**src/pic_pkg.sv**
```systemverilog
// Constants for the peripheral interrupt controller
package pic_pkg;
   localparam int ADDR_W = 14;
   localparam int DATA_W = 16;
   localparam int NGPIO  = 9;
   localparam int NCORE  = 6;

   // Register offsets
   localparam logic [13:0] GPIO_LOW_EN_OFS     = 14'h2006;
   localparam logic [13:0] GPIO_LOW_FLAG_OFS   = 14'h2007;
   localparam logic [13:0] SYNC_TRIP_FLAG_OFS  = 14'h2017;
   localparam logic [13:0] GPIO_NINTH_EN_OFS   = 14'h2046;
   localparam logic [13:0] GPIO_NINTH_FLAG_OFS = 14'h2047;
   localparam logic [13:0] SW_SHUTDOWN_OFS     = 14'h2061;
   localparam logic [13:0] MASK_OFS            = 14'h3F00;
   localparam logic [13:0] FORCE_OFS           = 14'h3F01;
   localparam logic [13:0] SENSE_OFS           = 14'h3F02;
   localparam logic [13:0] CORE_STAT_OFS       = 14'h3F03;

   // Field positions
   localparam int TRIP_FLAG_BIT     = 0;
   localparam int SYNC_FLAG_BIT     = 1;
   localparam int MASK_PERIPH_BIT   = 9;
   localparam int SENSE_RX_EDGE     = 0;
   localparam int SENSE_TX_EDGE     = 1;
   localparam int SENSE_PERIPH_EDGE = 2;
   localparam int SENSE_NEST        = 4;
   localparam int FORCE_BASE        = 8;

   // Core source index: a higher index is a higher priority
   localparam int SRC_TIMER  = 0;
   localparam int SRC_RX     = 1;
   localparam int SRC_TX     = 2;
   localparam int SRC_SW0    = 3;
   localparam int SRC_SW1    = 4;
   localparam int SRC_PERIPH = 5;

   // Vector slots, four words each, table spans 0x0000 to 0x002F
   localparam int          VEC_SLOT_WORDS = 4;
   localparam logic [13:0] VEC_TABLE_END  = 14'h002F;
   localparam logic [13:0] VEC_PERIPH     = 14'h0004;
   localparam logic [13:0] VEC_GPIO       = 14'h0008;
   localparam logic [13:0] VEC_SYNC       = 14'h000C;
   localparam logic [13:0] VEC_SW1        = 14'h0018;
   localparam logic [13:0] VEC_SW0        = 14'h001C;
   localparam logic [13:0] VEC_TX         = 14'h0020;
   localparam logic [13:0] VEC_RX         = 14'h0024;
   localparam logic [13:0] VEC_TIMER      = 14'h0028;
   localparam logic [13:0] VEC_TRIP       = 14'h002C;

   // Reset values
   localparam logic [9:0] MASK_RST    = 10'h000;
   localparam logic [4:0] SENSE_RST   = 5'h00;
   localparam logic [8:0] GPIO_EN_RST = 9'h000;
endpackage

```
**src/pic_core.sv**
```systemverilog
// Peripheral interrupt flags, core interrupt controller and dispatch
`timescale 1ns/1ps
module pic_core
   import pic_pkg::*;
(
   // Clock and reset
   input  wire logic              sys_clk_i,
   input  wire logic              nrst_i,
   // Register port
   input  wire logic [ADDR_W-1:0] reg_addr_i,
   input  wire logic [DATA_W-1:0] reg_wdata_i,
   input  wire logic              reg_wr_i,
   input  wire logic              reg_rd_i,
   output logic      [DATA_W-1:0] reg_rdata_o,
   // Core sequencer
   input  wire logic              core_ack_i,
   input  wire logic              core_return_i,
   output logic                   core_irq_req_o,
   output logic      [ADDR_W-1:0] core_vector_o,
   output logic                   shared_periph_request_n_o,
   // Event sources
   input  wire logic              timer_expire_i,
   input  wire logic              serial_rx_request_n_i,
   input  wire logic              serial_tx_request_n_i,
   input  wire logic              pwm_period_sync_pulse_i,
   input  wire logic              pwm_shutdown_n_i,
   input  wire logic [NGPIO-1:0]  gpio_line_i,
   input  wire logic [NGPIO-1:0]  gpio_select_i,
   input  wire logic [NGPIO-1:0]  gpio_dir_out_i
);

   logic [9:0]       interrupt_mask_reg;
   logic [4:0]       interrupt_sense_nesting_control;
   logic [NGPIO-1:0] gpio_irq_en;
   logic [NGPIO-1:0] gpio_flag;
   logic             sync_flag;
   logic             trip_flag;
   logic             sync_prev;
   logic             trip_prev;
   logic             rx_prev;
   logic             tx_prev;
   logic             periph_prev;
   logic [NGPIO-1:0] gpio_prev;
   logic [NCORE-1:0] latched;
   logic [NCORE-1:0] in_service;
   logic [2:0]       req_idx;

   logic             wr_force;
   logic             wr_swt;
   logic             rd_st;
   logic             rd_glo;
   logic             rd_g9;
   logic [NGPIO-1:0] gpio_set;
   logic [NCORE-1:0] edge_set;
   logic [NCORE-1:0] level_act;
   logic [NCORE-1:0] pend;
   logic [NCORE-1:0] mask_vec;
   logic [NCORE-1:0] cand;
   logic [NCORE-1:0] ack_clr;
   logic [NCORE-1:0] ret_clr;
   logic [2:0]       top_cand;
   logic [2:0]       top_serv;
   logic             allow;
   logic             next_req;
   logic [13:0]      next_vector;
   logic             periph_n;

   // Highest set bit; 7 when none is set
   function automatic logic [2:0] top_of(input logic [NCORE-1:0] v);
      logic [2:0] r;
      r = 3'h7;
      for (int i = 0; i < NCORE; i++) begin
         if (v[i]) begin
            r = 3'(i);
         end
      end
      return r;
   endfunction

   assign wr_force = reg_wr_i && (reg_addr_i == FORCE_OFS);
   assign wr_swt = reg_wr_i && (reg_addr_i == SW_SHUTDOWN_OFS);
   assign rd_st  = reg_rd_i && (reg_addr_i == SYNC_TRIP_FLAG_OFS);
   assign rd_glo = reg_rd_i && (reg_addr_i == GPIO_LOW_FLAG_OFS);
   assign rd_g9  = reg_rd_i && (reg_addr_i == GPIO_NINTH_FLAG_OFS);

   always_ff @(posedge sys_clk_i or negedge nrst_i) begin
      if (!nrst_i) begin
         interrupt_mask_reg              <= MASK_RST;
         interrupt_sense_nesting_control <= SENSE_RST;
         gpio_irq_en                     <= GPIO_EN_RST;
      end else if (reg_wr_i) begin
         unique case (reg_addr_i)
            MASK_OFS: interrupt_mask_reg <= reg_wdata_i[9:0];
            SENSE_OFS: interrupt_sense_nesting_control <= reg_wdata_i[4:0];
            GPIO_LOW_EN_OFS: gpio_irq_en[7:0] <= reg_wdata_i[7:0];
            GPIO_NINTH_EN_OFS: gpio_irq_en[8] <= reg_wdata_i[0];
            default: ;
         endcase
      end
   end

   // Edge history; GPIO lines idle low through their pull-downs
   always_ff @(posedge sys_clk_i or negedge nrst_i) begin
      if (!nrst_i) begin
         sync_prev   <= 1'b0;
         trip_prev   <= 1'b1;
         rx_prev     <= 1'b1;
         tx_prev     <= 1'b1;
         periph_prev <= 1'b1;
         gpio_prev   <= '0;
      end else begin
         sync_prev   <= pwm_period_sync_pulse_i;
         trip_prev   <= pwm_shutdown_n_i;
         rx_prev     <= serial_rx_request_n_i;
         tx_prev     <= serial_tx_request_n_i;
         periph_prev <= periph_n;
         gpio_prev   <= gpio_line_i;
      end
   end

   assign gpio_set = gpio_select_i & ~gpio_dir_out_i & gpio_irq_en &
                     (gpio_line_i ^ gpio_prev);

   // flags latch events; set wins over read clear
   always_ff @(posedge sys_clk_i or negedge nrst_i) begin
      if (!nrst_i) begin
         sync_flag <= 1'b0;
         trip_flag <= 1'b0;
         gpio_flag <= '0;
      end else begin
         sync_flag <= (sync_flag && !rd_st) ||
                      (pwm_period_sync_pulse_i && !sync_prev);
         trip_flag <= (trip_flag && !rd_st) ||
                      (!pwm_shutdown_n_i && trip_prev) || wr_swt;
         gpio_flag[7:0] <= (gpio_flag[7:0] & ~{8{rd_glo}}) | gpio_set[7:0];
         gpio_flag[8]   <= (gpio_flag[8] && !rd_g9) || gpio_set[8];
      end
   end

   // held low while any flag stands
   // sync, trip and GPIO flags merged onto one line; timer and serial stay separate
   assign periph_n = !(sync_flag || trip_flag || (|gpio_flag));
   assign shared_periph_request_n_o = periph_n;

   // edge or level per control bit
   // level on the shared line keeps no event lost
   always_comb begin
      edge_set = '0;
      edge_set[SRC_TIMER] = timer_expire_i;
      edge_set[SRC_RX] = interrupt_sense_nesting_control[SENSE_RX_EDGE] &&
                         !serial_rx_request_n_i && rx_prev;
      edge_set[SRC_TX] = interrupt_sense_nesting_control[SENSE_TX_EDGE] &&
                         !serial_tx_request_n_i && tx_prev;
      edge_set[SRC_PERIPH] =
         interrupt_sense_nesting_control[SENSE_PERIPH_EDGE] &&
         !periph_n && periph_prev;
      level_act = '0;
      level_act[SRC_RX] = !interrupt_sense_nesting_control[SENSE_RX_EDGE] &&
                          !serial_rx_request_n_i;
      level_act[SRC_TX] = !interrupt_sense_nesting_control[SENSE_TX_EDGE] &&
                          !serial_tx_request_n_i;
      level_act[SRC_PERIPH] =
         !interrupt_sense_nesting_control[SENSE_PERIPH_EDGE] && !periph_n;
   end

   assign ack_clr = (core_ack_i && core_irq_req_o) ?
                    NCORE'(1 << req_idx) : '0;
   assign ret_clr = (core_return_i && top_serv != 3'h7) ?
                    NCORE'(1 << top_serv) : '0;

   // low byte clears, high byte forces; force wins
   // software bits set only by force bits 11 and 12
   always_ff @(posedge sys_clk_i or negedge nrst_i) begin
      if (!nrst_i) begin
         latched <= '0;
      end else begin
         latched <= (latched & ~ack_clr &
                     ~(wr_force ? reg_wdata_i[NCORE-1:0] : '0)) |
                    edge_set |
                    (wr_force ? reg_wdata_i[FORCE_BASE +: NCORE] : '0);
      end
   end

   // bit 9 gates the shared request
   assign mask_vec = {interrupt_mask_reg[MASK_PERIPH_BIT],
                      interrupt_mask_reg[NCORE-2:0]};
   assign pend     = latched | level_act;
   assign cand     = pend & mask_vec;
   assign top_cand = top_of(cand);
   assign top_serv = top_of(in_service);

   // nesting only with bit 4 set, and only above current
   always_comb begin
      if (in_service == '0) begin
         allow = 1'b1;
      end else begin
         allow = interrupt_sense_nesting_control[SENSE_NEST] &&
                 (top_cand > top_serv);
      end
   end

   always_ff @(posedge sys_clk_i or negedge nrst_i) begin
      if (!nrst_i) begin
         in_service <= '0;
      end else begin
         in_service <= (in_service & ~ret_clr) | ack_clr;
      end
   end

   // fixed vectors; peripheral sub-order trip, sync, GPIO
   // each vector is a four-word slot base
   always_comb begin
      unique case (top_cand)
         3'(SRC_PERIPH): begin
            if (trip_flag) begin
               next_vector = VEC_TRIP;
            end else if (sync_flag) begin
               next_vector = VEC_SYNC;
            end else if (|gpio_flag) begin
               next_vector = VEC_GPIO;
            end else begin
               next_vector = VEC_PERIPH;
            end
         end
         3'(SRC_SW1):   next_vector = VEC_SW1;
         3'(SRC_SW0):   next_vector = VEC_SW0;
         3'(SRC_TX):    next_vector = VEC_TX;
         3'(SRC_RX):    next_vector = VEC_RX;
         3'(SRC_TIMER): next_vector = VEC_TIMER;
         default:       next_vector = '0;
      endcase
   end

   // One cycle gap after an ack so a stale request is never taken twice
   assign next_req = (top_cand != 3'h7) && allow && !ack_clr[0] &&
                     !(core_ack_i && core_irq_req_o);

   // vector presented directly, one register stage only
   always_ff @(posedge sys_clk_i or negedge nrst_i) begin
      if (!nrst_i) begin
         core_irq_req_o <= 1'b0;
         core_vector_o  <= '0;
         req_idx        <= 3'h7;
      end else begin
         core_irq_req_o <= next_req;
         core_vector_o  <= next_vector;
         req_idx        <= top_cand;
      end
   end

   // Read data one cycle after the strobe; unmapped reads give zero
   always_ff @(posedge sys_clk_i or negedge nrst_i) begin
      if (!nrst_i) begin
         reg_rdata_o <= '0;
      end else if (reg_rd_i) begin
         unique case (reg_addr_i)
            MASK_OFS:    reg_rdata_o <= {6'h00, interrupt_mask_reg};
            SENSE_OFS:
               reg_rdata_o <= {11'h000, interrupt_sense_nesting_control};
            CORE_STAT_OFS:
               reg_rdata_o <= {2'h0, in_service, 2'h0, pend};
            GPIO_LOW_EN_OFS:    reg_rdata_o <= {8'h00, gpio_irq_en[7:0]};
            GPIO_NINTH_EN_OFS:  reg_rdata_o <= {15'h0000, gpio_irq_en[8]};
            GPIO_LOW_FLAG_OFS:  reg_rdata_o <= {8'h00, gpio_flag[7:0]};
            GPIO_NINTH_FLAG_OFS: reg_rdata_o <= {15'h0000, gpio_flag[8]};
            SYNC_TRIP_FLAG_OFS: begin
               reg_rdata_o <= '0;
               reg_rdata_o[SYNC_FLAG_BIT] <= sync_flag;
               reg_rdata_o[TRIP_FLAG_BIT] <= trip_flag;
            end
            default: reg_rdata_o <= '0;
         endcase
      end else begin
         reg_rdata_o <= '0;
      end
   end
endmodule // pic_core

```
**config.mk**
```make
export PLATFORM = sky130hd
export DESIGN_NAME = pic_core
export DESIGN_NICKNAME = d
export VERILOG_FILES = /design/src/pic_pkg.sv /design/src/pic_core.sv
export SDC_FILE = /design/constraint.sdc
export NUM_CORES = 1
export LEC_CHECK = 0
export BUFFER_PORTS_ARGS = -buffer_cell sky130_fd_sc_hd__buf_2
export CORE_AREA = 2 2 119 121
export DETAILED_ROUTE_END_ITERATION = 8
export DIE_AREA = 0 0 121 123
export RECOVER_POWER = 100
export REMOVE_ABC_BUFFERS = 1
export SYNTH_ARGS = -nofsm -noshare
export SYNTH_HDL_FRONTEND = slang
export SYNTH_SLANG_ARGS = --single-unit
```
**constraint.sdc**
```tcl
create_clock -name sys_clk_i -period 7.5 [get_ports sys_clk_i]
set_clock_uncertainty 0.15 [all_clocks]
set_input_delay 0.375 -clock sys_clk_i [delete_from_list [all_inputs] [get_ports sys_clk_i]]
set_output_delay 0.375 -clock sys_clk_i [all_outputs]
set_load 0.005 [all_outputs]
```
### Word-level counts from Yosys, hierarchy flattened

Cells that the tools add are included.

| storage, ports and cells | value |
|---|---|
| input bits | 68 |
| bits in registers | 95 |

| operators by class | value |
|---|---|
| equality and inequality tests | 17 |
| reduce and logical (&&, ||, !) cells | 50 |
| bitwise gates (word level) | 19 |
| magnitude comparators | 1 |
| shifts and indexed selects | 2 |
| multiplexer cells | 23 |

Operators with widths:

| kind | count |
|---|---|
| equality test 14 bit, second input constant | 10 |
| one-hot mux 14 bit (8 select lines) | 1 |
| one-hot mux 14 bit (6 select lines) | 1 |
| 2-to-1 mux 3 bit | 12 |
| 2-to-1 mux 6 bit | 5 |
| bitwise AND 9 bit | 3 |
| logical AND 1 bit | 25 |
| bitwise AND 6 bit | 4 |
| OR 6 bit | 4 |
| NOT 6 bit | 3 |
| 2-to-1 mux 16 bit | 1 |
| zero test 1 bit | 12 |
| left shift 1 x 3 -> 6 bit, first input constant | 2 |
| NOT 9 bit | 1 |
| OR reduction 9 bit | 1 |
| bitwise XOR 9 bit | 1 |
| bitwise AND 8 bit | 1 |
| 2-to-1 mux 4 bit | 2 |
| NOT 8 bit | 1 |
| OR 8 bit | 1 |
| AND reduction 2 bit | 4 |
| equality test 3 x 2 -> 1 bit, second input constant | 2 |
| equality test 3 bit, second input constant | 2 |
| zero test 6 bit | 1 |
| other kinds (6) | 12 |

### Longest topological paths before layout

| depth | value |
|---|---|
| depth after elaboration | 17 |
| gate-level depth with buffers | 11 |

### Least setup slack after synthesis

No wires, ideal clock.

| timing | value |
|---|---|
| kind | reg-to-reg |
| start | register gpio_flag[0] |
| end | register core_irq_req_o |
| setup slack | 5.082 ns |
| cell stages (with the launch flop) | 12 |
| library setup time | 0.130 ns |
| period minus slack after synthesis | 2.418 ns |
| arrival | 2.138 ns |
| cells stage by stage | dfrtp_1 nor4_1 nand4b_1 inv_1 a21boi_1 nor2_1 ha_1 nor2b_1 o21ai_0 nand2b_1 a32oi_1 a211oi_1 |

| on the way | value |
|---|---|
| longest elaborated chain between the ends | 12 |
| elaborated cells between the ends (all ways) | 13 |
| classes of those cells | order compare: 1; eq/ne: 1; mux: 2; bitwise: 2; reduce/logical: 7 |

Ends and longest elaborated chain:

| what | RTL line | RTL |
|---|---|---|
| start: declaration | pic_core.sv:35 | `logic [NGPIO-1:0] gpio_flag;` |
| start signal: assignment | pic_core.sv:135 | `gpio_flag[7:0] <= (gpio_flag[7:0] & ~{8{rd_glo}}) \| gpio_set[7:0];` |
| OR reduction 9 bit (*) | pic_core.sv:142 | `assign periph_n = !(sync_flag \|\| trip_flag \|\| (\|gpio_flag));` |
| logical OR 1 bit (*) | pic_core.sv:142 |  |
| logical AND 1 bit (*) | pic_core.sv:163 | `!interrupt_sense_nesting_control[SENSE_PERIPH_EDGE] && !periph_n;` |
| OR 6 bit (*) | pic_core.sv:187 | `assign pend = latched \| level_act;` |
| bitwise AND 6 bit (*) | pic_core.sv:188 | `assign cand = pend & mask_vec;` |
| 2-to-1 mux 3 bit (*) | pic_core.sv:73 | `if (v[i]) begin` |
| named net top_cand[1] | pic_core.sv:61 | `logic [2:0] top_cand;` |
| greater-than comparator 3 bit | pic_core.sv:198 | `(top_cand > top_serv);` |
| logical AND 1 bit | pic_core.sv:197 | `allow = interrupt_sense_nesting_control[SENSE_NEST] &&` |
| 2-to-1 mux 1 bit | pic_core.sv:194 | `if (in_service == '0) begin` |
| logical AND 1 bit (*) (3 in series) | pic_core.sv:235 | `assign next_req = (top_cand != 3'h7) && allow && !ack_clr[0] &&` |
| named net next_req | pic_core.sv:64 | `logic next_req;` |
| end signal: assignment | pic_core.sv:245 | `core_irq_req_o <= next_req;` |
| end: declaration | pic_core.sv:18 | `output logic core_irq_req_o,` |

Mark *: on every way through the listed nets, which the timed path passes. The rest lies on a longest branch.
A chain may end at the register's enable or synchronous reset.

==> out/metrics.yaml <==
critical_path:
  critPathRequiredTime_ns: 6.77
  path_class: "in -> async"
  cp_slowest_stage_delay_ns: 3.00
  crit_family: "buffers and inverters"
  cp_num_buf_inv: 1
  worstPathMaxFanout: 83
  worstPathArrival_ns: 3.46
  crit_cells: 1
  startpoint_type: "input port"
  reg2regPathDepth: 11
  endpoint_kind: "asynchronous set/reset pin"
  path_cells: "clkbuf_1"
  crit_path_top_delay_cell: "clkbuf_1"
placed_design:
  dp.cells: 626
  gp_congestion: 0.7801
  portBuffers: 85
  dp_hpwl_mm: 7.966
drt:
  wl_mm: 10.63
  drt_iter0_markers: 175
  vias: 3158
  wire_per_inst_microns: 16.51
  drt-vias-per-instance: 4.904
  dr.pass1.iters: 4
  ant_nets: 0
  drc: 0
final_layout:
  syn_to_final_growth_pct: 20.69
  largest_register_ffs: 14
  drive_gt1_share_pct: 23.92
  layout.cells.non_filler: 644
  finalNetCount: 530
  antennaDiodeCount: 0
cts:
  clk_path_buf_depth: 2
  clock_latency_ns: 0.34
  post_cts_buffers: 0
  root_buffer: "clkbuf_16"
  path_clk_slew_ns: 0.06
  cts.htree.levels: 3
  ctsResizeCount: 0
  cts_buffers: 9
  cts_hold_buf: 2
  cts.sinks: 83
  cts_tree: "built"
logic_synthesis:
  synth-main-ff-cell: "dfrtp_1"
  ys_ff_latch: 83
  seq_area_frac_synth_pct: 52.40
  netlist_area_sq_mm: 0.003980
  synth_warnings: 0
  synth_cells: 368
  synth_edf_count: 0
  ys_types: 62
  ys_async_sr_fraction_pct: 100.0
  avgSynthCellArea_sq_um: 10.82
global_route:
  grt_pass1_vias: 3319
  gr-total-overflow: 0
  grt_pass1_wl_mm: 17.14
  grt.met2_usage_pct: 24.61
  top_usage_layer: "met2"
  antenna_found_initial: 2
  grtUsageMet1_pct: 19.11
  grt_max_degree: 84
  grt_use_met3_pct: 4.889
  grt_usage_pct: 15.18
sta:
  finalCriticalPeriod_ns: 4.192
  hold_viol: 0
  slew_violations: 84
  setup_tns_ns: 0
  period_share_pct: 55.89
  timing.fmax_mhz: 238.6
  slew-limit-headroom_pct: -191.1
  setup_viol: 0
  hold-worst-slack_ns: 0.01973
  rsz0062_at_grt: "no"
  tightest_slew_ns: 4.367
power_and_ir_drop:
  p_per_area_mw_per_mm2: 198.9
  ir_worst_vdd_mv: 0.09809
  power_leakage_nw: 2.243
hold_path:
  hold_depth: 1
  hold_class: "in -> reg"
floorplan:
  ioPinCount: 100
  start_util_pct: 29.24
  die_x_microns: 121
  placementRows: 43
  die_y_microns: 123
  fp.dieArea_sq_mm: 0.01488
  core-area_sq_mm: 0.01361
outcome:
  status: "finished with violations"
  violations: "capacitance limit, slew limit"
run:
  maxCapViolCount: 1
report_power, final:
group | internal (mW) | switching (mW)
registers | 0.453 | 0.00216
logic | 0.0210 | 0.0329
clock network | 0.276 | 0.170
final timing paths:
check / from / slack [ns] / to
max in group sys_clk_i: gpio_flag[0] / 4.49 / core_irq_req_o
hold / removal: gpio_line_i[4] / 0.02 / gpio_prev[4]
setup / recovery: nrst_i / 3.31 / latched[2]
min in group asynchronous: nrst_i / 1.44 / reg_rdata_o[4]
setup reg to reg: gpio_flag[0] / 4.49 / core_irq_req_o
hold reg to reg: interrupt_sense_nesting_control[3] / 0.36 / interrupt_sense_nesting_control[3]
layout make-up:
type                       instances  area [sq um]
clock buffer                      14         264.0
clock inverter                     2         35.03
fill                            1409          8808
inverter                           9         33.78
multi-input combinational        269          1753
sequential                        83          2086
tap                              180         225.2
timing repair buffer              87         406.6
cell usage after synthesis, drive strengths merged (4+ instances only):
| library cell | instances | area [sq um] |
|---|---|---|
| a21boi | 4 | 30.03 |
| a21o | 8 | 60.06 |
| a21oi | 13 | 65.06 |
| a22o | 4 | 36.29 |
| a22oi | 6 | 45.04 |
| a32oi | 8 | 70.07 |
| and2 | 6 | 37.54 |
| buf | 14 | 106.4 |
| clkbuf | 4 | 16.26 |
| dfrtp | 76 | 1902 |
| dfstp | 7 | 183.9 |
| inv | 9 | 33.78 |
| mux2 | 32 | 360.4 |
| nand2 | 47 | 178.9 |
| nand3 | 5 | 25.02 |
| nand3b | 4 | 33.78 |
| nor2 | 29 | 108.9 |
| nor2b | 4 | 25.02 |
| nor3 | 16 | 90.09 |
| nor4 | 4 | 31.28 |
| o21ai | 13 | 65.06 |
| xnor2 | 9 | 78.83 |
layout by cell type (no fill, tap or decap), types with 3 or more instances in the layout:
cell type,instances
dfrtp_1,76
buf_2,54
nand2_1,47
clkbuf_1,34
mux2_2,32
nor2_1,29
nor3_1,16
a21oi_1,13
o21ai_0,13
conb_1,12
inv_1,9
xnor2_1,9
clkbuf_16,9
a32oi_1,8
a21o_1,8
and2_1,6
a22oi_1,6
nand3_1,5
dfstp_2,5
nor4_1,4
nor2b_1,4
a21boi_0,4
nand4_1,3
nand3b_1,3
a22o_1,3
nand2b_1,3
a32o_1,3
a211o_1,3
ha_1,3
worst reg2reg max path, cell delays in order, from the launching register on:
cell and delay, ns:
dfrtp_1 0.40, nor4_1 0.37, nand4b_1 0.25, inv_1 0.21, a21boi_0 0.27, nor2_1 0.32, ha_1 0.30, nor2b_1 0.13
o21ai_0 0.14, nand2b_1 0.08, a32oi_1 0.20, a211oi_1 0.07
cells by family after synthesis:
kind of cell | count (synthesis) | synth area share [%]
and+or+nand+nor | 133 | 17.07
xor gates and xnor gates | 9 | 1.981
buffers and inverters | 27 | 3.929
DFF | 83 | 52.40
adders and majority gates | 3 | 0.9432
muxes | 32 | 9.054
AOI/OAI and AO/OA | 80 | 14.52
other | 1 | 0.09422
per-layer routing:
| metal | vias to the layer above | routed length (microns) |
|---|---|---|
| li1 | 1484 | - |
| met1 | 1560 | 4693 |
| met4 | 0 | 229 |
| met5 | - | 0 |
| met3 | 18 | 711 |
| met2 | 96 | 5000 |
metrics by stage:
stage | setup WS (ns) | util [%] | power [mW] | instance area (sq um)
3_5_place_dp | 4.644 | 33.44 | 0.5195 | 4552
6_report | 3.308 | 35.29 | 0.9555 | 4803
4_1_cts | 4.644 | 35.78 | 0.9686 | 4871
5_1_grt | 2.304 | 35.29 | 0.9937 | 4803
3_3_place_gp | 4.673 | 33.44 | 0.5181 | 4552
2_1_floorplan | 5.082 | - | 0.4799 | 3899
Note: power is estimated with default switching activity, not from simulation.
